===== src/include/qip_pkg.sv =====
// Constants shared by the quadrature index position block.
// Assumes a 32-bit AXI4-Lite register bus with byte addresses.
package qip_pkg;

    // Register byte offsets
    localparam logic [7:0] OFF_CTRL     = 8'h00;
    localparam logic [7:0] OFF_STATUS   = 8'h04;
    localparam logic [7:0] OFF_INT_STS  = 8'h08;
    localparam logic [7:0] OFF_INT_MASK = 8'h0C;
    localparam logic [7:0] OFF_POSITION = 8'h10;
    localparam logic [7:0] OFF_POS_MAX  = 8'h14;
    localparam logic [7:0] OFF_POS_INIT = 8'h18;

    // Control fields
    localparam int CTRL_EN_BIT  = 0;
    localparam int CTRL_SEL_LSB = 1;
    localparam int CTRL_IEI_BIT = 3;
    localparam int CTRL_W       = 4;
    localparam logic [1:0] SEL_INDEX = 2'h0;

    // Status fields
    localparam int STS_FIRST_BIT = 0;
    localparam int STS_FDIR_BIT  = 1;
    localparam int STS_DIR_BIT   = 2;

    // Interrupt status and mask fields
    localparam int INT_INDEX_BIT  = 0;
    localparam int INT_DIRCHG_BIT = 1;
    localparam int INT_ERR_BIT    = 2;
    localparam int INT_W          = 3;

    // Reset values
    localparam logic [CTRL_W-1:0] CTRL_RST = 4'h0;
    localparam logic [31:0]       MAX_RST  = 32'hFFFFFFFF;
    localparam logic [31:0]       INIT_RST = 32'h00000000;

    // AXI responses
    localparam logic [1:0] RESP_OKAY   = 2'h0;
    localparam logic [1:0] RESP_SLVERR = 2'h2;

endpackage : qip_pkg


===== src/qip_quad_dec.sv =====
// Quadrature edge and direction decoder.
// Assumes phase inputs already synchronised to clk_i.
`timescale 1ns/1ps
module qip_quad_dec (
    input  wire logic       clk_i,
    input  wire logic       arst_n_i,
    input  wire logic       ce_i,
    input  wire logic       a_i,
    input  wire logic       b_i,
    output logic            edge_o,
    output logic            fwd_o,
    output logic            err_o,
    output logic [1:0]      ab_o
);
    logic [1:0] prev_ff;
    logic [1:0] nxt_prev_ff;
    logic [1:0] cur;

    assign cur = {a_i, b_i};

    always_comb
    begin
        nxt_prev_ff = ce_i ? cur : prev_ff;
    end

    always_ff @(posedge clk_i or negedge arst_n_i)
    begin
        if (!arst_n_i)
            prev_ff <= 2'h0;
        else
            prev_ff <= nxt_prev_ff;
    end

    // One phase changing is a count, both at once is a lost edge
    assign edge_o = ce_i && ((prev_ff ^ cur) == 2'h1
                             || (prev_ff ^ cur) == 2'h2);
    assign err_o  = ce_i && ((prev_ff ^ cur) == 2'h3);
    // B leading A is forward
    assign fwd_o  = prev_ff[1] ^ cur[0];
    assign ab_o   = cur;

endmodule : qip_quad_dec


===== src/qip_sync2.sv =====
// Two-flop synchroniser for a group of pin levels.
// Assumes levels that may change at any time relative to clk_i.
`timescale 1ns/1ps
module qip_sync2 #(
    parameter int WIDTH = 3
) (
    input  wire logic             clk_i,
    input  wire logic             arst_n_i,
    input  wire logic             ce_i,
    input  wire logic [WIDTH-1:0] d_i,
    output logic      [WIDTH-1:0] q_o
);
    logic [WIDTH-1:0] meta_ff;
    logic [WIDTH-1:0] sync_ff;
    logic [WIDTH-1:0] nxt_meta_ff;
    logic [WIDTH-1:0] nxt_sync_ff;

    // First stage feeds only the second stage
    always_comb
    begin
        nxt_meta_ff = ce_i ? d_i : meta_ff;
        nxt_sync_ff = ce_i ? meta_ff : sync_ff;
    end

    always_ff @(posedge clk_i or negedge arst_n_i)
    begin
        if (!arst_n_i)
        begin
            meta_ff <= '0;
            sync_ff <= '0;
        end
        else
        begin
            meta_ff <= nxt_meta_ff;
            sync_ff <= nxt_sync_ff;
        end
    end

    assign q_o = sync_ff;

endmodule : qip_sync2


===== src/qip_top.sv =====
// Position counter with index reset for an incremental quadrature encoder.
// Assumes encoder pins from outside the clock domain and an AXI4-Lite master.
//
// Summary of operation
// Select 00 resets count on index events
// Forward index event clears count to zero
// Reverse index event loads maximum position
// Latch first index seen and its direction
// Reuse first-index quadrature edge for resets
// Reversal during index may reset count wrongly
// Next clean index event resets correctly again
// Software avoids select 00 if reversals matter
// Inputs asynchronous; never bypass input synchronisation
// Decoder logic reads only synchronised inputs
// Count up forward, down reverse per edge
`timescale 1ns/1ps
module qip_top #(
    parameter int POS_W = 32
) (
    input  wire logic             clk_i,
    input  wire logic             arst_n_i,
    input  wire logic             ce_i,
    input  wire logic             enc_a_i,
    input  wire logic             enc_b_i,
    input  wire logic             enc_index_i,
    input  wire logic [7:0]       s_axi_awaddr_i,
    input  wire logic             s_axi_awvalid_i,
    output logic                  s_axi_awready_o,
    input  wire logic [31:0]      s_axi_wdata_i,
    input  wire logic [3:0]       s_axi_wstrb_i,
    input  wire logic             s_axi_wvalid_i,
    output logic                  s_axi_wready_o,
    output logic [1:0]            s_axi_bresp_o,
    output logic                  s_axi_bvalid_o,
    input  wire logic             s_axi_bready_i,
    input  wire logic [7:0]       s_axi_araddr_i,
    input  wire logic             s_axi_arvalid_i,
    output logic                  s_axi_arready_o,
    output logic [31:0]           s_axi_rdata_o,
    output logic [1:0]            s_axi_rresp_o,
    output logic                  s_axi_rvalid_o,
    input  wire logic             s_axi_rready_i,
    output logic [POS_W-1:0]      position_count_o,
    output logic                  direction_o,
    output logic                  irq_o
);
    import qip_pkg::*;

    function automatic logic [31:0] apply_strb(
        input logic [31:0] old_v,
        input logic [31:0] new_v,
        input logic [3:0]  strb
    );
        logic [31:0] res;
        res = old_v;
        for (int i = 0; i < 4; i++)
        begin
            if (strb[i])
                res[i*8 +: 8] = new_v[i*8 +: 8];
        end
        return res;
    endfunction : apply_strb

    // Pin synchronisation and decoding
    logic [2:0] pins_sync;
    logic       q_edge;
    logic       q_fwd;
    logic       q_err;
    logic [1:0] q_ab;

    qip_sync2 #(
        .WIDTH (3)
    ) u_sync (
        .clk_i    (clk_i),
        .arst_n_i (arst_n_i),
        .ce_i     (ce_i),
        .d_i      ({enc_a_i, enc_b_i, enc_index_i}),
        .q_o      (pins_sync)
    );

    qip_quad_dec u_dec (
        .clk_i    (clk_i),
        .arst_n_i (arst_n_i),
        .ce_i     (ce_i),
        .a_i      (pins_sync[2]),
        .b_i      (pins_sync[1]),
        .edge_o   (q_edge),
        .fwd_o    (q_fwd),
        .err_o    (q_err),
        .ab_o     (q_ab)
    );

    // Bus slave state
    logic              aw_held_ff,  nxt_aw_held_ff;
    logic [7:0]        aw_addr_ff,  nxt_aw_addr_ff;
    logic              w_held_ff,   nxt_w_held_ff;
    logic [31:0]       w_data_ff,   nxt_w_data_ff;
    logic [3:0]        w_strb_ff,   nxt_w_strb_ff;
    logic              bvalid_ff,   nxt_bvalid_ff;
    logic [1:0]        bresp_ff,    nxt_bresp_ff;
    logic              rvalid_ff,   nxt_rvalid_ff;
    logic [31:0]       rdata_ff,    nxt_rdata_ff;
    logic [1:0]        rresp_ff,    nxt_rresp_ff;

    // Registers and block state
    logic [CTRL_W-1:0] ctrl_ff,     nxt_ctrl_ff;
    logic [POS_W-1:0]  max_ff,      nxt_max_ff;
    logic [POS_W-1:0]  init_ff,     nxt_init_ff;
    logic [POS_W-1:0]  pos_ff,      nxt_pos_ff;
    logic [INT_W-1:0]  int_sts_ff,  nxt_int_sts_ff;
    logic [INT_W-1:0]  int_mask_ff, nxt_int_mask_ff;
    logic              first_ff,    nxt_first_ff;
    logic              fdir_ff,     nxt_fdir_ff;
    logic [1:0]        ref_ab_ff,   nxt_ref_ab_ff;
    logic              armed_ff,    nxt_armed_ff;
    logic              dir_ff,      nxt_dir_ff;
    logic              idx_prev_ff, nxt_idx_prev_ff;

    logic              wr_fire;
    logic              rd_fire;
    logic [31:0]       wr_val;
    logic              idx_level;
    logic              idx_rise;
    logic              enabled;
    logic              idx_mode;
    logic              reset_hit;
    logic [INT_W-1:0]  int_set;
    logic [INT_W-1:0]  int_clr;
    logic              first_clr;
    logic [31:0]       rd_val;
    logic              rd_ok;

    assign idx_level = pins_sync[0];
    assign idx_rise  = ce_i && idx_level && !idx_prev_ff;
    assign enabled   = ctrl_ff[CTRL_EN_BIT];
    assign idx_mode  = ctrl_ff[CTRL_SEL_LSB +: 2] == SEL_INDEX;

    // Handshakes stall while the clock enable is low
    assign s_axi_awready_o = ce_i && !aw_held_ff && !bvalid_ff;
    assign s_axi_wready_o  = ce_i && !w_held_ff && !bvalid_ff;
    assign s_axi_arready_o = ce_i && !rvalid_ff;
    assign wr_fire = ce_i && aw_held_ff && w_held_ff && !bvalid_ff;
    assign rd_fire = s_axi_arvalid_i && s_axi_arready_o;
    assign wr_val  = w_data_ff;

    // A reset needs an armed index pulse and, once the first index has
    // been seen, the stored AB state. Direction is not rechecked, so a
    // reversal inside the pulse hits the wrong edge; kept as in silicon.
    assign reset_hit = enabled && idx_mode && armed_ff && idx_level
                       && q_edge
                       && (!first_ff || q_ab == ref_ab_ff);

    // Read mux
    always_comb
    begin
        rd_val = 32'h00000000;
        rd_ok  = 1'b1;
        case (s_axi_araddr_i)
            OFF_CTRL:     rd_val[CTRL_W-1:0] = ctrl_ff;
            OFF_STATUS:
            begin
                rd_val[STS_FIRST_BIT] = first_ff;
                rd_val[STS_FDIR_BIT]  = fdir_ff;
                rd_val[STS_DIR_BIT]   = dir_ff;
            end
            OFF_INT_STS:  rd_val[INT_W-1:0] = int_sts_ff;
            OFF_INT_MASK: rd_val[INT_W-1:0] = int_mask_ff;
            OFF_POSITION: rd_val[POS_W-1:0] = pos_ff;
            OFF_POS_MAX:  rd_val[POS_W-1:0] = max_ff;
            OFF_POS_INIT: rd_val[POS_W-1:0] = init_ff;
            default:      rd_ok = 1'b0;
        endcase
    end

    // Bus channel next state
    always_comb
    begin
        nxt_aw_held_ff = aw_held_ff;
        nxt_aw_addr_ff = aw_addr_ff;
        nxt_w_held_ff  = w_held_ff;
        nxt_w_data_ff  = w_data_ff;
        nxt_w_strb_ff  = w_strb_ff;
        nxt_bvalid_ff  = bvalid_ff;
        nxt_bresp_ff   = bresp_ff;
        nxt_rvalid_ff  = rvalid_ff;
        nxt_rdata_ff   = rdata_ff;
        nxt_rresp_ff   = rresp_ff;
        if (s_axi_awvalid_i && s_axi_awready_o)
        begin
            nxt_aw_held_ff = 1'b1;
            nxt_aw_addr_ff = s_axi_awaddr_i;
        end
        if (s_axi_wvalid_i && s_axi_wready_o)
        begin
            nxt_w_held_ff = 1'b1;
            nxt_w_data_ff = s_axi_wdata_i;
            nxt_w_strb_ff = s_axi_wstrb_i;
        end
        if (wr_fire)
        begin
            nxt_aw_held_ff = 1'b0;
            nxt_w_held_ff  = 1'b0;
            nxt_bvalid_ff  = 1'b1;
            case (aw_addr_ff)
                OFF_CTRL, OFF_STATUS, OFF_INT_STS, OFF_INT_MASK,
                OFF_POSITION, OFF_POS_MAX, OFF_POS_INIT:
                    nxt_bresp_ff = RESP_OKAY;
                default:
                    nxt_bresp_ff = RESP_SLVERR;
            endcase
        end
        else if (ce_i && bvalid_ff && s_axi_bready_i)
            nxt_bvalid_ff = 1'b0;
        if (rd_fire)
        begin
            nxt_rvalid_ff = 1'b1;
            nxt_rdata_ff  = rd_val;
            nxt_rresp_ff  = rd_ok ? RESP_OKAY : RESP_SLVERR;
        end
        else if (ce_i && rvalid_ff && s_axi_rready_i)
            nxt_rvalid_ff = 1'b0;
    end

    // Register and counter next state
    always_comb
    begin
        nxt_ctrl_ff     = ctrl_ff;
        nxt_max_ff      = max_ff;
        nxt_init_ff     = init_ff;
        nxt_pos_ff      = pos_ff;
        nxt_int_mask_ff = int_mask_ff;
        nxt_first_ff    = first_ff;
        nxt_fdir_ff     = fdir_ff;
        nxt_ref_ab_ff   = ref_ab_ff;
        nxt_armed_ff    = armed_ff;
        nxt_dir_ff      = dir_ff;
        nxt_idx_prev_ff = ce_i ? idx_level : idx_prev_ff;
        int_clr         = '0;
        first_clr       = 1'b0;
        int_set         = '0;

        if (wr_fire)
        begin
            case (aw_addr_ff)
                OFF_CTRL:
                    nxt_ctrl_ff = CTRL_W'(apply_strb(
                        32'(ctrl_ff), wr_val, w_strb_ff));
                OFF_STATUS:
                    first_clr = w_strb_ff[0] && wr_val[STS_FIRST_BIT];
                OFF_INT_STS:
                    int_clr = w_strb_ff[0] ? wr_val[INT_W-1:0] : '0;
                OFF_INT_MASK:
                    nxt_int_mask_ff = INT_W'(apply_strb(
                        32'(int_mask_ff), wr_val, w_strb_ff));
                OFF_POS_MAX:
                    nxt_max_ff = POS_W'(apply_strb(
                        32'(max_ff), wr_val, w_strb_ff));
                OFF_POS_INIT:
                    nxt_init_ff = POS_W'(apply_strb(
                        32'(init_ff), wr_val, w_strb_ff));
                default: ;
            endcase
        end

        if (first_clr)
        begin
            nxt_first_ff = 1'b0;
            nxt_fdir_ff  = 1'b0;
        end

        if (enabled && ce_i)
        begin
            if (q_edge)
                nxt_dir_ff = q_fwd;
            // One reset per index pulse; dropped when the pulse ends
            if (idx_rise)
                nxt_armed_ff = 1'b1;
            else if (reset_hit || !idx_level)
                nxt_armed_ff = 1'b0;
            // Latch wins over a same-cycle software clear
            if (reset_hit && !first_ff)
            begin
                nxt_first_ff  = 1'b1;
                nxt_fdir_ff   = q_fwd;
                nxt_ref_ab_ff = q_ab;
            end
            if (q_edge)
            begin
                if (q_fwd)
                    nxt_pos_ff = (pos_ff == max_ff) ? '0 : pos_ff + 1'b1;
                else
                    nxt_pos_ff = (pos_ff == '0) ? max_ff : pos_ff - 1'b1;
            end
            // Replaces the count of the same edge; next edge clean again
            if (reset_hit)
                nxt_pos_ff = q_fwd ? '0 : max_ff;
            if (idx_rise && ctrl_ff[CTRL_IEI_BIT])
                nxt_pos_ff = init_ff;
            int_set[INT_INDEX_BIT]  = idx_rise;
            int_set[INT_DIRCHG_BIT] = q_edge && (q_fwd != dir_ff);
            int_set[INT_ERR_BIT]    = q_err;
        end

        // Software load of the count has top priority
        if (wr_fire && aw_addr_ff == OFF_POSITION)
            nxt_pos_ff = POS_W'(apply_strb(
                32'(pos_ff), wr_val, w_strb_ff));

        // Set wins over write-one-to-clear
        nxt_int_sts_ff = (int_sts_ff & ~int_clr) | int_set;
    end

    always_ff @(posedge clk_i or negedge arst_n_i)
    begin
        if (!arst_n_i)
        begin
            aw_held_ff  <= 1'b0;
            aw_addr_ff  <= 8'h00;
            w_held_ff   <= 1'b0;
            w_data_ff   <= 32'h00000000;
            w_strb_ff   <= 4'h0;
            bvalid_ff   <= 1'b0;
            bresp_ff    <= RESP_OKAY;
            rvalid_ff   <= 1'b0;
            rdata_ff    <= 32'h00000000;
            rresp_ff    <= RESP_OKAY;
            ctrl_ff     <= CTRL_RST;
            max_ff      <= MAX_RST[POS_W-1:0];
            init_ff     <= INIT_RST[POS_W-1:0];
            pos_ff      <= '0;
            int_sts_ff  <= '0;
            int_mask_ff <= '0;
            first_ff    <= 1'b0;
            fdir_ff     <= 1'b0;
            ref_ab_ff   <= 2'h0;
            armed_ff    <= 1'b0;
            dir_ff      <= 1'b0;
            idx_prev_ff <= 1'b0;
        end
        else
        begin
            aw_held_ff  <= nxt_aw_held_ff;
            aw_addr_ff  <= nxt_aw_addr_ff;
            w_held_ff   <= nxt_w_held_ff;
            w_data_ff   <= nxt_w_data_ff;
            w_strb_ff   <= nxt_w_strb_ff;
            bvalid_ff   <= nxt_bvalid_ff;
            bresp_ff    <= nxt_bresp_ff;
            rvalid_ff   <= nxt_rvalid_ff;
            rdata_ff    <= nxt_rdata_ff;
            rresp_ff    <= nxt_rresp_ff;
            ctrl_ff     <= nxt_ctrl_ff;
            max_ff      <= nxt_max_ff;
            init_ff     <= nxt_init_ff;
            pos_ff      <= nxt_pos_ff;
            int_sts_ff  <= nxt_int_sts_ff;
            int_mask_ff <= nxt_int_mask_ff;
            first_ff    <= nxt_first_ff;
            fdir_ff     <= nxt_fdir_ff;
            ref_ab_ff   <= nxt_ref_ab_ff;
            armed_ff    <= nxt_armed_ff;
            dir_ff      <= nxt_dir_ff;
            idx_prev_ff <= nxt_idx_prev_ff;
        end
    end

    assign s_axi_bvalid_o   = bvalid_ff;
    assign s_axi_bresp_o    = bresp_ff;
    assign s_axi_rvalid_o   = rvalid_ff;
    assign s_axi_rdata_o    = rdata_ff;
    assign s_axi_rresp_o    = rresp_ff;
    assign position_count_o = pos_ff;
    assign direction_o      = dir_ff;
    assign irq_o            = |(int_sts_ff & int_mask_ff);

endmodule : qip_top


===== config.mk =====
export PLATFORM = sky130hd
export DESIGN_NAME = qip_top
export DESIGN_NICKNAME = d
export VERILOG_FILES = /design/src/include/qip_pkg.sv /design/src/qip_quad_dec.sv /design/src/qip_sync2.sv /design/src/qip_top.sv
export SDC_FILE = /design/constraint.sdc
export NUM_CORES = 1
export LEC_CHECK = 0
export BUFFER_PORTS_ARGS = -buffer_cell sky130_fd_sc_hd__buf_2
export CAP_MARGIN = 30
export CORE_ASPECT_RATIO = 0.6
export CORE_UTILIZATION = 35
export CTS_CLUSTER_SIZE = 10
export DETAILED_ROUTE_END_ITERATION = 8
export PLACE_DENSITY_LB_ADDON = 0.15
export REMOVE_ABC_BUFFERS = 1
export SLEW_MARGIN = 10
export SYNTH_ARGS = -nofsm -noshare
export SYNTH_HDL_FRONTEND = slang
export SYNTH_HIERARCHICAL = 1
export SYNTH_SLANG_ARGS = --single-unit

===== constraint.sdc =====
create_clock -name clk_i -period 3 [get_ports clk_i]
set_input_delay 0 -clock clk_i [delete_from_list [all_inputs] [get_ports clk_i]]
set_output_delay 0 -clock clk_i [all_outputs]
set_load 0.05 [all_outputs]

== Word-level counts from Yosys, hierarchy flattened ==
Index checks and enable logic that the tools add are counted.

* Equal/unequal tests: 22
* Mux-type cells: 41
* Add/sub/neg operators: 2
* Reductions and logical operators: 71
* Bitwise operators: 6

{| class="wikitable"
|+ Operators by type and width
! kind !! number
|-
| 32-bit two-way mux || 9
|-
| 28-bit one-hot mux with 3 select lines || 1
|-
| 8-bit by 5-bit == test with 1-bit output (second input constant) || 6
|-
| 3-bit AND reduction || 14
|-
| 32-bit by 1-bit adder with 32-bit output (second input constant) || 1
|-
| 32-bit == test || 1
|-
| 8-bit by 4-bit == test with 1-bit output (second input constant) || 4
|-
| 32-bit logical NOT || 1
|-
| 8-bit two-way mux || 4
|-
| 32-bit by 1-bit subtractor with 32-bit output (second input constant) || 1
|-
| 1-bit logical AND || 30
|-
| 3-bit one-hot mux with 7 select lines || 1
|-
| 1-bit two-way mux || 19
|-
| 8-bit by 3-bit == test with 1-bit output (second input constant) || 2
|-
| 8-bit logical NOT || 2
|-
| 7-bit OR reduction || 2
|-
| 3-bit two-way mux || 4
|-
| 2-bit nonzero test || 6
|-
| 2-bit != test (second input constant) || 4
|-
| 1-bit logical NOT || 7
|-
| 3-bit AND || 2
|-
| 2-bit AND reduction || 3
|-
| 2-bit == test (second input constant) || 2
|-
| 2-bit two-way mux || 2
|-
| other kinds (12) || 14
|}

* Bits of input ports: 63
* Output and inout port bits: 75
* Word-level logic and storage cells: 176
* Flip-flop bits (word level): 205

== Logic depth before layout (Yosys ltp) ==
Gate-level depths: netlist (run 1).

* Depth after elaboration: 10
* Depth in mapped cells: 13

== Cells and area by module ==
Netlist (run 1), hierarchy kept.

{| class="wikitable"
|+ Modules (own cells, without submodules)
! module !! area each (um2) !! cells an instance !! seq. area each (um2) !! instances
|-
| qip_top || 11084.4 || 1138 || 4919.7 || 1
|-
| qip_sync2 || 251.5 || 13 || 150.1 || 1
|-
| qip_quad_dec || 141.4 || 12 || 50.0 || 1
|}

== Least setup slack after synthesis (run 1) ==
No wires, ideal clock.

* Path type: flip-flop to flip-flop
* Start: register pos_ff[17], in the netlist position_count_o[17]
* End: register pos_ff[10], in the netlist position_count_o[10]
* Setup slack: -0.046 ns
* Data required time: 2.878 ns
* Path buffers: 3
* Stages on the path, launching flop included: 11
* Data arrival time: 2.924 ns
* Setup time: 0.122 ns
* Period minus slack after synthesis: 3.046 ns
* Cells stage by stage: dfrtp_1 buf_6 or4_1 or2_1 or4_1 buf_2 and2_4 buf_6 mux2_4 a21oi_1 nor3_1

* Cells in the longest elaborated chain, start to end: 8
* Elaborated cells on any way between the ends: 10

{| class="wikitable"
|+ Ends and longest elaborated chain
! item !! RTL line !! text
|-
| start: declaration || qip_top.sv:109 || <nowiki>logic [POS_W-1:0] pos_ff, nxt_pos_ff;</nowiki>
|-
| start signal: assignment || qip_top.sv:355 || <nowiki>pos_ff <= nxt_pos_ff;</nowiki>
|-
| 32-bit == test or 32-bit logical NOT (tied branches) || qip_top.sv:290, qip_top.sv:292 ||
|-
| 32-bit two-way mux (on tied branches) || qip_top.sv:290, qip_top.sv:292 ||
|-
| 32-bit two-way mux * || qip_top.sv:289 || <nowiki>if (q_fwd)</nowiki>
|-
| 32-bit two-way mux * || qip_top.sv:287 || <nowiki>if (q_edge)</nowiki>
|-
| 32-bit two-way mux * || qip_top.sv:295 || <nowiki>if (reset_hit)</nowiki>
|-
| 32-bit two-way mux * || qip_top.sv:297 || <nowiki>if (idx_rise && ctrl_ff[CTRL_IEI_BIT])</nowiki>
|-
| 32-bit two-way mux * || qip_top.sv:271 || <nowiki>if (enabled && ce_i)</nowiki>
|-
| 32-bit two-way mux * || qip_top.sv:305 || <nowiki>if (wr_fire && aw_addr_ff == OFF_POSITION)</nowiki>
|}

Mark *: on every way between the ends. The rest lies on a longest branch, timed or not. The select of a mux whose other input is x is not followed.
A chain may end at the register's enable or synchronous reset.

== Final worst setup path (run 1) ==
* Start: register aw_addr_ff[1]
* End: register pos_ff[12], in the netlist position_count_o[12]

* Cells in the longest elaborated chain, start to end: 4
* Elaborated cells on any way between the ends: 7

{| class="wikitable"
|+ Ends and longest elaborated chain
! item !! RTL line !! text
|-
| start: declaration || qip_top.sv:95 || <nowiki>logic [7:0] aw_addr_ff, nxt_aw_addr_ff;</nowiki>
|-
| start signal: assignment || qip_top.sv:343 || <nowiki>aw_addr_ff <= nxt_aw_addr_ff;</nowiki>
|-
| 8-bit by 5-bit == test with 1-bit output * || qip_top.sv:305 ||
|-
| 1-bit logical AND * || qip_top.sv:305 ||
|-
| 2-bit != test (no line) (tied with other cells) || n/a ||
|-
| 3-bit AND reduction (no line) || n/a ||
|}

Mark *: on every way between the ends. The rest lies on a longest branch, timed or not.

==> results of run 1 <==
-- layout make-up --
cell class / count / area, um2 / share of cell area [%]
clock buffer: 43 / 723 / 5.03
inverter: 14 / 52.6 / 0.366
multi-input combinational: 858 / 5960 / 41.5
tap: 416 / 520 / 3.62
timing repair buffer: 283 / 1990 / 13.9
sequential: 203 / 5120 / 35.6
-- tightest hold or removal path: stages --
cell,delay [ns]
buf_2,0.09
and2_1,0.26
nor2_1,0.14
nor2_1,0.04
-- power breakdown --
group | total [mW] | switching, mW | leakage (nW) | internal, mW
logic | 4.40 | 2.69 | 3.60 | 1.70
registers | 4.01 | 0.696 | 2.57 | 3.32
clock network | 2.79 | 1.18 | 0.347 | 1.61
total | 11.2 | 4.57 | 6.51 | 6.63
-- cells in the mapped netlist, types with 7 or more instances --
| cell | n | area [um2] |
|---|---|---|
| o221ai_1 | 11 | 96.3 |
| nor4_1 | 21 | 131 |
| xnor2_1 | 60 | 526 |
| o211ai_1 | 11 | 82.6 |
| o31ai_1 | 7 | 52.6 |
| mux2i_1 | 36 | 360 |
| or3_1 | 8 | 50.1 |
| mux2_2 | 119 | 1340 |
| xor2_1 | 29 | 254 |
| o21ai_0 | 80 | 400 |
| clkbuf_1 | 66 | 248 |
| dfrtp_1 | 171 | 4280 |
| inv_1 | 14 | 52.6 |
| nor3_1 | 37 | 185 |
| dfstp_2 | 32 | 841 |
| nand4_1 | 20 | 125 |
| a21oi_1 | 52 | 260 |
| or4_1 | 7 | 52.6 |
| nand3_1 | 34 | 170 |
| nand2_1 | 103 | 387 |
| o221a_1 | 8 | 90.1 |
| mux2_4 | 7 | 105 |
| buf_1 | 11 | 41.3 |
| and3_1 | 14 | 87.6 |
| nor2_1 | 100 | 375 |
-- cells by family (layout without fill, tap and decap cells) --
family / count (synthesis) / in the layout
and+or+nand+nor: 378 / 379
AOI/OAI and AO/OA: 218 / 218
DFF: 203 / 203
muxes: 166 / 166
buffers and inverters: 104 / 340
xor gates and xnor gates: 89 / 89
adders and majority gates: 4 / 4
other: 1 / 2
-- layer usage --
| layer | global-route usage, % | wire length, um | vias to the layer above |
|---|---|---|---|
| met5 | 0 | 0 | - |
| met4 | 4.09 | 585 | 0 |
| met3 | 7.10 | 3620 | 45 |
| met2 | 30.7 | 15000 | 352 |
| met1 | 39.1 | 21300 | 4986 |
| li1 | - | - | 4621 |
-- state kept, by name, indices dropped and copies added (netlist names), 2 cells and up --
register,flops
u_sync/meta_ff,3
s_axi_rdata_o,32
position_count_o,32
u_dec/prev_ff,2
init_ff,32
ctrl_ff,4
int_mask_ff,3
max_ff,32
w_strb_ff,4
w_data_ff,32
aw_addr_ff,8
ref_ab_ff,2
u_sync/q_o,3
int_sts_ff,3
-- per-stage QoR --
stage / instance area, um2 / power (mW) / TNS (ns) / util, %
floorplan: 11100 / 6.50 / -59.79 / -
global placement: 13000 / 8.29 / 0 / 41.1
detailed placement: 13000 / 8.32 / 0 / 41.1
global route: 14400 / 11.8 / 0 / 45.3
CTS: 14300 / 11.2 / 0 / 45.2
finish: 14400 / 11.2 / 0 / 45.3
-- cell usage in the layout (no fill, tap or decap), types with 5 or more instances in the layout --
| cell | Yosys | layout |
|---|---|---|
| mux2i_1 | 36 | 36 |
| nand2_1 | 103 | 102 |
| nor2_1 | 100 | 100 |
| a31oi_1 | 6 | 6 |
| a221oi_1 | 6 | 6 |
| o221a_1 | 8 | 8 |
| or3_1 | 8 | 8 |
| and3_1 | 14 | 14 |
| dfrtp_1 | 171 | 171 |
| buf_4 | 4 | 86 |
| o211ai_1 | 11 | 11 |
| o21ai_0 | 80 | 80 |
| xor2_1 | 29 | 28 |
| clkbuf_1 | 66 | 15 |
| mux2_4 | 7 | 7 |
| mux2_2 | 119 | 119 |
| o31ai_1 | 7 | 7 |
| dlygate4sd3_1 | 0 | 58 |
| or4_1 | 7 | 6 |
| nor4_1 | 21 | 20 |
| dfstp_2 | 32 | 32 |
| a22o_1 | 5 | 5 |
| buf_2 | 5 | 134 |
| clkbuf_16 | 0 | 25 |
| a21oi_1 | 52 | 52 |
| inv_1 | 14 | 14 |
| nand3_1 | 34 | 34 |
| xnor2_1 | 60 | 60 |
| nor3_1 | 37 | 37 |
| o221ai_1 | 11 | 10 |
| nand4_1 | 20 | 20 |
| and2_1 | 6 | 5 |
-- path summary, 6_finish.rpt --
path | start | to | slack [ns] | cells after the start
setup / recovery | aw_addr_ff[1]$_DFFE_PN0P_ | position_count_o[12]$_DFFE_PN0P_ | 0.18 | 7
hold / removal | s_axi_awvalid_i | aw_held_ff$_DFFE_PN0P_ | 0.03 | 4
setup reg to reg | aw_addr_ff[1]$_DFFE_PN0P_ | position_count_o[12]$_DFFE_PN0P_ | 0.18 | 7
hold reg to reg | s_axi_rdata_o[4]$_DFFE_PN0P_ | s_axi_rdata_o[4]$_DFFE_PN0P_ | 0.47 | 2
max in group asynchronous | arst_n_i | int_sts_ff[0]$_DFF_PN0_ | 1.92 | 3
min in group asynchronous | arst_n_i | s_axi_rresp_o[1]$_DFFE_PN0P_ | 0.07 | 2
-- timing repair --
action,in CTS,in global routing
hold buffers,58,0
endpoints found under the setup margin,0,5
hold endpoints to repair,134,0
gates resized for setup,0,4
==> impl_metrics.py, run 1 <==
metrics = {
    "run_status": {
        "status": "completed",
    },
    "routing": {
        "drc": 0,
        "wl_um": 40400,
        "num_vias": 10000,
        "viasPerCell": 5.51,
        "drt-initial-drc-count": 884,
        "drtPass1Iterations": 5,
        "wl_per_cell_um": 22.3,
        "drtAntennaViolNets": 0,
    },
    "logic_synthesis": {
        "synthMuxAreaShare_pct": 16.4,
        "synth_compound_area_share_pct": 12.1,
        "ys_types": 67,
        "seq_area_frac_synth_pct": 44.6,
        "synth_fa_ha_area_share_pct": 0.436,
        "synthXorXnorAreaFrac_pct": 6.79,
        "ys.flop_type": "dfrtp_1",
        "syn_inst": 1163,
        "ys_ff_latch": 203,
        "synth_top_family_by_area": "multiplexers",
        "synth_area_um2": 11500,
        "synth-async-reset-ratio_pct": 100,
        "ys_warn_count": 6,
        "synthSimpleGateAreaFrac_pct": 15.8,
        "avgSynthCellArea_um2": 9.87,
        "synth-edff-count": 0,
    },
    "power": {
        "irDropWorstVdd_uv": 425,
        "power.density_nw_per_um2": 780,
        "leakagePower_nw": 6.51,
    },
    "clocking": {
        "cts_tree": "done",
        "cts_inserted_buffers": 24,
        "htreeDepth": 1,
        "clockRootBuffer": "clkbuf_16",
        "clk_latency_ns": 0.54,
        "cts_setup_buffers": 0,
        "clk_pin_slew_ns": 0.07,
        "clk_path_buf_depth": 3,
        "cts.sinks": 203,
    },
    "placement": {
        "dp_hpwl_um": 29400,
        "portBuffers": 135,
        "gp_congestion": 0.960,
        "dp_slack_ns": 0.0477,
        "place_inst": 1715,
    },
    "global_routing": {
        "grtUsageTotal_pct": 24.2,
        "grt_pass1_vias": 9559,
        "grt_max_degree": 88,
        "grt_pass1_wl_um": 61400,
        "grt_overflow": 0,
        "antenna_found_initial": 0,
    },
    "floorplanning": {
        "start_util_pct": 36.2,
        "rows": 50,
        "die_x_um": 236,
        "core_um2": 31700,
        "dieArea_um2": 33500,
        "io_pins": 138,
        "die_y_um": 142,
    },
    "final_layout": {
        "drive_gt1_share_pct": 31.0,
        "final_cells": 1817,
        "nFillCells": 3090,
        "antenna_cells": 0,
        "syn2layout_area_growth_pct": 25.2,
        "nets": 1451,
    },
    "worst_setup_path": {
        "arrival_ns": 3.21,
        "cp.required_ns": 3.39,
        "startpoint_type": "flop",
        "slowest_delay_ns": 0.71,
        "critPathSlowestCell": "or4b_2",
        "worstPathCellList": "or4b_2 > nor4_2 > buf_4 > or2_2 > nor2_1 > a221oi_1 > o21ai_0",
        "crit_family": "simple AND/OR/NAND/NOR gates",
        "crit_type": "reg2reg",
        "crit_buf_inv": 1,
        "path_max_fanout": 6,
        "worst_setup_path_end_kind": "flop",
    },
    "hold_path": {
        "hp-class": "in2reg",
    },
    "job": {
        "max_cap_viol_count": 0,
    },
    "timing": {
        "slew_viol_final": 0,
        "rsz0062_at_grt": "false",
        "tightest_slew_ns": 0.782,
        "relSlewSlack_pct": 47.9,
        "finalCriticalPeriod_ns": 2.82,
        "fin_ws_ns": 0.182,
        "finalHoldViolations": 0,
        "clock.fmax_mhz": 355,
        "finalCritPeriodShare_pct": 93.9,
        "setup_viol_count_final": 0,
        "finClkSkew_ns": 0.0152,
        "holdWs_ns": 0.0333,
    },
}
Power figures use the tool's default switching activity.
==> run 2: changes to the inputs <==
==> constraint.sdc (replaced) <==
create_clock -name clk_i -period 2.6 [get_ports clk_i]
set_input_delay 0 -clock clk_i [delete_from_list [all_inputs] [get_ports clk_i]]
set_output_delay 0 -clock clk_i [all_outputs]
set_load 0.05 [all_outputs]
==> run 2 against run 1 <==
  * The run now ends with setup timing left
  * Setup slack lost 0.19 ns
  * Utilization grew 3.6 points
  * Final cell count grew 5.6%
  * First-iteration DRC count grew 5.2%
  * Highest routed layer unchanged
  * Via count grew 3.7%
==> impl_metrics.py, run 2 (synthesis results as in run 1) <==
metrics = {
    "run_status": {
        "status": "finished, violations left",
        "violations": "setup timing",
    },
    "clocking": {
        "cts_inserted_buffers": 24,
        "cts.sinks": 203,
        "clk_path_buf_depth": 3,
        "cts_tree": "done",
        "clk_pin_slew_ns": 0.06,
        "htreeDepth": 1,
        "clk_latency_ns": 0.54,
        "clockRootBuffer": "clkbuf_16",
    },
    "routing": {
        "drt-initial-drc-count": 930,
        "viasPerCell": 5.41,
        "drtPass1Iterations": 5,
        "wl_per_cell_um": 22.0,
        "drc": 0,
        "wl_um": 42300,
        "drtAntennaViolNets": 0,
        "num_vias": 10400,
    },
    "final_layout": {
        "syn2layout_area_growth_pct": 35.1,
        "drive_gt1_share_pct": 38.9,
        "final_cells": 1918,
        "mostFrequentLayoutCells": "dfrtp_1, buf_4, buf_2",
        "final_common_cell": "dfrtp_1",
        "antenna_cells": 0,
        "nets": 1552,
    },
    "worst_setup_path": {
        "cp.required_ns": 3.04,
        "r2r_start": "u_dec/prev_ff[0]$_DFFE_PN0P_",
        "crit_start": "u_dec/prev_ff[0]$_DFFE_PN0P_",
        "crit_type": "reg2reg",
        "cp.depth": 11,
        "worst_setup_path_end_kind": "flop",
        "slowest_delay_ns": 0.45,
        "worstPathCellList": "xor2_1 > ha_1 > and2_4 > nand4b_1 > nor3b_2 > and2_4 > a311o_2 > o41ai_2 > buf_4 > a21oi_2 > o31ai_1",
        "cp_common_cell": "and2_4",
        "endpoint": "position_count_o[9]$_DFFE_PN0P_",
        "critPathSlowestCell": "a311o_2",
        "crit_buf_inv": 1,
        "crit_family": "compound AO/OA/AOI/OAI gates",
        "path_max_fanout": 6,
        "r2r_setup_slack_ns": -0.004,
        "startpoint_type": "flop",
        "r2r_cells": 11,
        "arrival_ns": 3.05,
        "reg2reg_to": "position_count_o[9]$_DFFE_PN0P_",
    },
    "timing": {
        "clock.fmax_mhz": 384,
        "tightest_slew_ns": 0.654,
        "finClkSkew_ns": 0.0125,
        "setup_viol_count_final": 1,
        "finalCritPeriodShare_pct": 100,
        "finalCriticalPeriod_ns": 2.60,
        "relSlewSlack_pct": 56.4,
        "holdWs_ns": 0.0251,
        "slew_viol_final": 0,
        "fin_ws_ns": -0.00404,
        "finalHoldViolations": 0,
        "rsz0062_at_grt": "true",
    },
    "global_routing": {
        "grt_overflow": 0,
        "grt_pass1_wl_um": 63800,
        "grtUsageTotal_pct": 25.2,
        "antenna_found_initial": 0,
        "grt_max_degree": 70,
        "grt_pass1_vias": 9909,
    },
    "placement": {
        "portBuffers": 135,
        "dp_slack_ns": -0.179,
        "place_inst": 1810,
        "dp_hpwl_um": 31300,
        "gp_congestion": 0.968,
    },
    "power": {
        "irDropWorstVdd_uv": 502,
        "power.density_nw_per_um2": 881,
        "power_mw": 13.7,
        "leakagePower_nw": 7.08,
    },
    "job": {
        "max_cap_viol_count": 0,
    },
    "hold_path": {
        "hp-class": "in2reg",
    },
    "floorplanning": {
        "core_um2": 31700,
        "rows": 50,
        "start_util_pct": 36.2,
        "io_pins": 138,
        "die_x_um": 236,
        "dieArea_um2": 33500,
        "die_y_um": 142,
    },
}
## run 2: cell count changes in the layout (fill, tap and decap cells not counted), moves of 4 or more
| cell | previous run | this run |
|---|---|---|
| buf_4 | 86 | 169 |
| a21oi_2 | 0 | 6 |
| buf_12 | 4 | 9 |
| nor4_2 | 1 | 9 |
| o21ai_2 | 0 | 4 |
| o21ai_0 | 80 | 71 |
| a21oi_1 | 52 | 46 |
| o21ai_1 | 4 | 9 |
| nor4_1 | 20 | 12 |
| nor2_1 | 100 | 92 |
| nor2_4 | 0 | 7 |
| buf_6 | 0 | 13 |
## run 2: layout make-up
cell class | count | area [um2]
Tap cell | 416 | 520
Fill cell | 2983 | 16200
Clock inverter | 1 | 5.00
Multi-Input combinational cell | 858 | 6240
Timing Repair Buffer | 384 | 2860
Inverter | 14 | 56.3
Clock buffer | 42 | 699
Sequential cell | 203 | 5120
## run 2: stage by stage
| step | utilization (%) | cell area, um2 | TNS (ns) |
|---|---|---|---|
| CTS | 48.0 | 15200 | -0.000978 |
| global route | 48.9 | 15500 | -0.757 |
| detailed placement | 43.5 | 13800 | -3.09 |
| floorplan | - | 11100 | -93.15 |
| finish | 48.9 | 15500 | -0.00404 |
| global placement | 43.5 | 13800 | -1.82 |
## run 2: worst min path at each step
stage,start,endpoint,depth (start not counted)
2_1_floorplan,arst_n_i,armed_ff$_DFFE_PN0P_,0
3_3_place_gp,arst_n_i,s_axi_rresp_o[1]$_DFFE_PN0P_,1
6_report,s_axi_awvalid_i,aw_held_ff$_DFFE_PN0P_,4
3_5_place_dp,arst_n_i,s_axi_rresp_o[1]$_DFFE_PN0P_,1
5_1_grt,arst_n_i,w_data_ff[6]$_DFFE_PN0P_,2
4_1_cts,s_axi_awvalid_i,aw_held_ff$_DFFE_PN0P_,4
## run 2: report_power, final
group / switching, mW / internal, mW / leakage (nW)
Sequential: 0.746 / 3.83 / 2.57
Clock: 1.40 / 1.81 / 0.338
Combinational: 3.46 / 2.42 / 4.17
Total: 5.60 / 8.05 / 7.08
## run 2: layer usage
layer,track usage (%),routed length (um),up-vias
li1,-,-,4836
met1,40.8,22300,5126
met2,32.4,15800,370
met3,7.35,3710,38
met4,3.23,464,0
met5,0,0,-
## run 2: what timing repair did
item	4_1_cts	5_1_grt
setup endpoints to repair	32	60
endpoints found under the hold margin	151	0
hold buffers	58	0
resized for setup	24	66
buffers inserted	4	2
pin swaps	13	26
gates cloned	1	0
## run 2: tightest hold or removal path, stage by stage
cell and delay (ns):
buf_2 0.09, and2_1 0.25, nor2_1 0.14, nor2_1 0.05
==> run 3: changes to the inputs <==
--- a/config.mk
+++ b/config.mk
@@ -16,5 +16,4 @@
 export SLEW_MARGIN = 10
 export SYNTH_ARGS = -nofsm -noshare
 export SYNTH_HDL_FRONTEND = slang
-export SYNTH_HIERARCHICAL = 1
 export SYNTH_SLANG_ARGS = --single-unit
==> run 3 against run 2 <==
  * The run still ends with setup timing left
  * Flip-flop and latch count unchanged
  * Final cell count decreased by 2.8%
  * Global-route usage increased by 0.63 points
  * Largest cell class unchanged
  * Sequential power increased by 2%
  * Non-clock buffer count increased by 2
  * Utilization about the same
  * Combinational power increased by 45%
  * Maximum frequency decreased by 5.9%
  * Setup slack got worse by 0.16 ns
  * Worst hold slack improved by 0.031 ns
  * Synthesized area decreased by 2.4%
==> impl_metrics.py, run 3 <==
metrics = {
    "run_status": {
        "status": "finished, violations left",
        "violations": "setup timing",
    },
    "floorplanning": {
        "io_pins": 138,
        "dieArea_um2": 32700,
        "start_util_pct": 35.7,
        "die_x_um": 233,
        "rows": 50,
        "core_um2": 31300,
        "die_y_um": 141,
    },
    "final_layout": {
        "antenna_cells": 0,
        "final_common_cell": "buf_4",
        "drive_gt1_share_pct": 41.3,
        "design_area_um2": 15300,
        "mostFrequentLayoutCells": "buf_4, dfrtp_1, buf_2",
        "final_cells": 1865,
        "nets": 1498,
        "syn2layout_area_growth_pct": 36.8,
    },
    "worst_setup_path": {
        "startpoint_type": "flop",
        "critPathSlowestCell": "or4_4",
        "crit_type": "reg2reg",
        "slowest_delay_ns": 0.60,
        "cp.required_ns": 3.02,
        "crit_buf_inv": 0,
        "cp_common_cell": "or4_4",
        "r2r_cells": 7,
        "worst_setup_path_end_kind": "flop",
        "worstPathCellList": "or4_4 > or2_4 > or4_4 > and2_4 > a221o_1 > o221ai_2 > nand3_1",
        "crit_family": "simple AND/OR/NAND/NOR gates",
        "arrival_ns": 3.19,
        "path_max_fanout": 7,
        "cp.depth": 7,
    },
    "logic_synthesis": {
        "ys_types": 72,
        "syn_inst": 1108,
        "synth.most_common_cell": "dfrtp_1",
        "synthTopCellsByArea": "dfrtp_1, mux2_2, dfstp_2",
        "synth_top_area_share_pct": 38.2,
        "ys_ff_latch": 203,
        "yosysTopAreaCell": "dfrtp_1",
        "synth_area_um2": 11200,
        "ys_warn_count": 0,
        "synth-edff-count": 0,
        "avgSynthCellArea_um2": 10.1,
        "yosys-top-cells-count": "dfrtp_1, mux2_2, nand2_1, o21ai_0, clkbuf_1",
        "synth-async-reset-ratio_pct": 100,
        "seq_area_frac_synth_pct": 45.7,
        "ys.flop_type": "dfrtp_1",
    },
    "routing": {
        "top_layer_used": "met4",
        "wl_per_cell_um": 22.7,
        "drtAntennaViolNets": 0,
        "drc": 0,
        "viasPerCell": 5.56,
        "wl_met1_um": 22300,
        "num_vias": 10400,
        "wl_um": 42300,
        "drt-initial-drc-count": 1097,
        "met3WireLength_um": 3410,
        "drtPass1Iterations": 8,
        "wl_met2_um": 16100,
    },
    "power": {
        "combPwrFrac_pct": 52.0,
        "irDropWorstVdd_uv": 598,
        "p_sw_mw": 6.96,
        "leakagePower_nw": 7.14,
        "internal_power_mw": 9.49,
        "power.density_nw_per_um2": 1070,
        "power_frac_seq_pct": 28.3,
        "switching_share_pct": 42.3,
        "p_clk_share_pct": 19.7,
    },
    "placement": {
        "place_area_um2": 13500,
        "gp_congestion": 0.972,
        "dp_slack_ns": -0.266,
        "portBuffers": 135,
        "dp_hpwl_um": 30800,
        "place_inst": 1754,
    },
    "clocking": {
        "cts_inserted_buffers": 24,
        "cts.sinks": 203,
        "clk_path_buf_depth": 3,
        "cts_tree": "done",
        "clockRootBuffer": "clkbuf_16",
        "htreeDepth": 1,
        "clk_pin_slew_ns": 0.06,
        "clk_latency_ns": 0.54,
    },
    "hold_path": {
        "worstHoldPathCells": 4,
        "hp-class": "in2reg",
    },
    "global_routing": {
        "grt_pass1_wl_um": 63300,
        "grt_overflow": 0,
        "grt_max_degree": 75,
        "grtUsageTotal_pct": 25.8,
        "grt_pass1_vias": 9852,
        "antenna_found_initial": 1,
    },
    "timing": {
        "slew_viol_final": 0,
        "holdWs_ns": 0.0563,
        "relSlewSlack_pct": 50.8,
        "finClkSkew_ns": 0.00832,
        "tightest_slew_ns": 0.731,
        "clock.fmax_mhz": 361,
        "setup_viol_count_final": 18,
        "finalSetupTns_ns": -1.81,
        "fin_ws_ns": -0.167,
        "finalCritPeriodShare_pct": 106,
        "finalHoldViolations": 0,
        "rsz0062_at_grt": "true",
        "finalCriticalPeriod_ns": 2.77,
    },
    "job": {
        "max_cap_viol_count": 0,
    },
}
[run 3: cell types whose count changed after synthesis, moves of 8 or more]
cell      change
a21oi_1      -13
a222oi_1     +31
buf_1        -10
clkbuf_1      +8
mux2_2        +8
mux2i_1      -35
nand4_1       -8
nor2_1       -40
o221a_1       -8
xnor2_1      -36
xor2_1       +32
[run 3: power by group through the flow]
stage | Clock, mW | Sequential (mW) | Combinational [mW]
2_1_floorplan | 0 | 5.29 | 3.23
3_3_place_gp | 0 | 4.65 | 7.23
3_5_place_dp | 0 | 4.68 | 7.23
4_1_cts | 3.32 | 4.63 | 7.75
5_1_grt | 3.45 | 4.77 | 9.04
6_report | 3.24 | 4.66 | 8.54
[run 3: final timing paths]
path                                                         end                        startpoint  slack, ns
worst max-delay path            position_count_o[22]$_DFFE_PN0P_  position_count_o[22]$_DFFE_PN0P_      -0.17
worst min-delay path                      aw_held_ff$_DFFE_PN0P_                   s_axi_awvalid_i       0.06
worst max register to register  position_count_o[22]$_DFFE_PN0P_  position_count_o[22]$_DFFE_PN0P_      -0.17
worst min register to register     s_axi_rdata_o[18]$_DFFE_PN0P_     s_axi_rdata_o[18]$_DFFE_PN0P_       0.47
max in group asynchronous                  max_ff[5]$_DFFE_PN1P_                          arst_n_i       1.71
min in group asynchronous             s_axi_rvalid_o$_DFFE_PN0P_                          arst_n_i       0.07
[run 3: area by class of cell]
cell class              instances  area [um2]
flip-flops and latches        203        5120
clock buffers                  44         727
repair buffers                386        2870
multi-input cells             804        6040
inverters                      12        45.0
fillers                      2983       16000
well taps                     416         520
[run 3: what timing repair did]
item                                    4_1_cts  5_1_grt
hold endpoints to repair                    142        0
endpoints found under the setup margin       32       32
hold buffers                                 53        0
setup buffers                                 4        8
gates resized for setup                      49       59
gates cloned                                  2        0
pin swaps                                    17       25
[run 3: logic make-up after synthesis]
family	count (synthesis)	synth area share, %
compound gates	246	15.2
xor+xnor	85	6.65
fa+ha+maj	4	0.447
buf+inv	103	3.98
flops	203	45.7
mux	128	12.9
other cells	1	0.0335
simple gates	338	15.1
[run 3: per-layer routing]
metal / GRT usage (%) / vias up
li1: - / 4749
met1: 42.9 / 5185
met2: 33.6 / 406
met3: 5.54 / 32
met4: 3.65 / 0
met5: 0 / -
[run 3: through the flow]
stage	power, mW	util, %
after floorplan	8.52	-
after global placement	11.9	43.1
after detailed placement	11.9	43.1
after CTS	15.7	47.9
after global routing	17.3	48.9
final	16.4	48.9
[run 3: worst reg2reg max path: stages, from the launching register on]
cell	delay, ns
dfrtp_1	0.38
or4_4	0.58
or2_4	0.28
or4_4	0.60
and2_4	0.24
a221o_1	0.34
o221ai_2	0.13
nand3_1	0.10
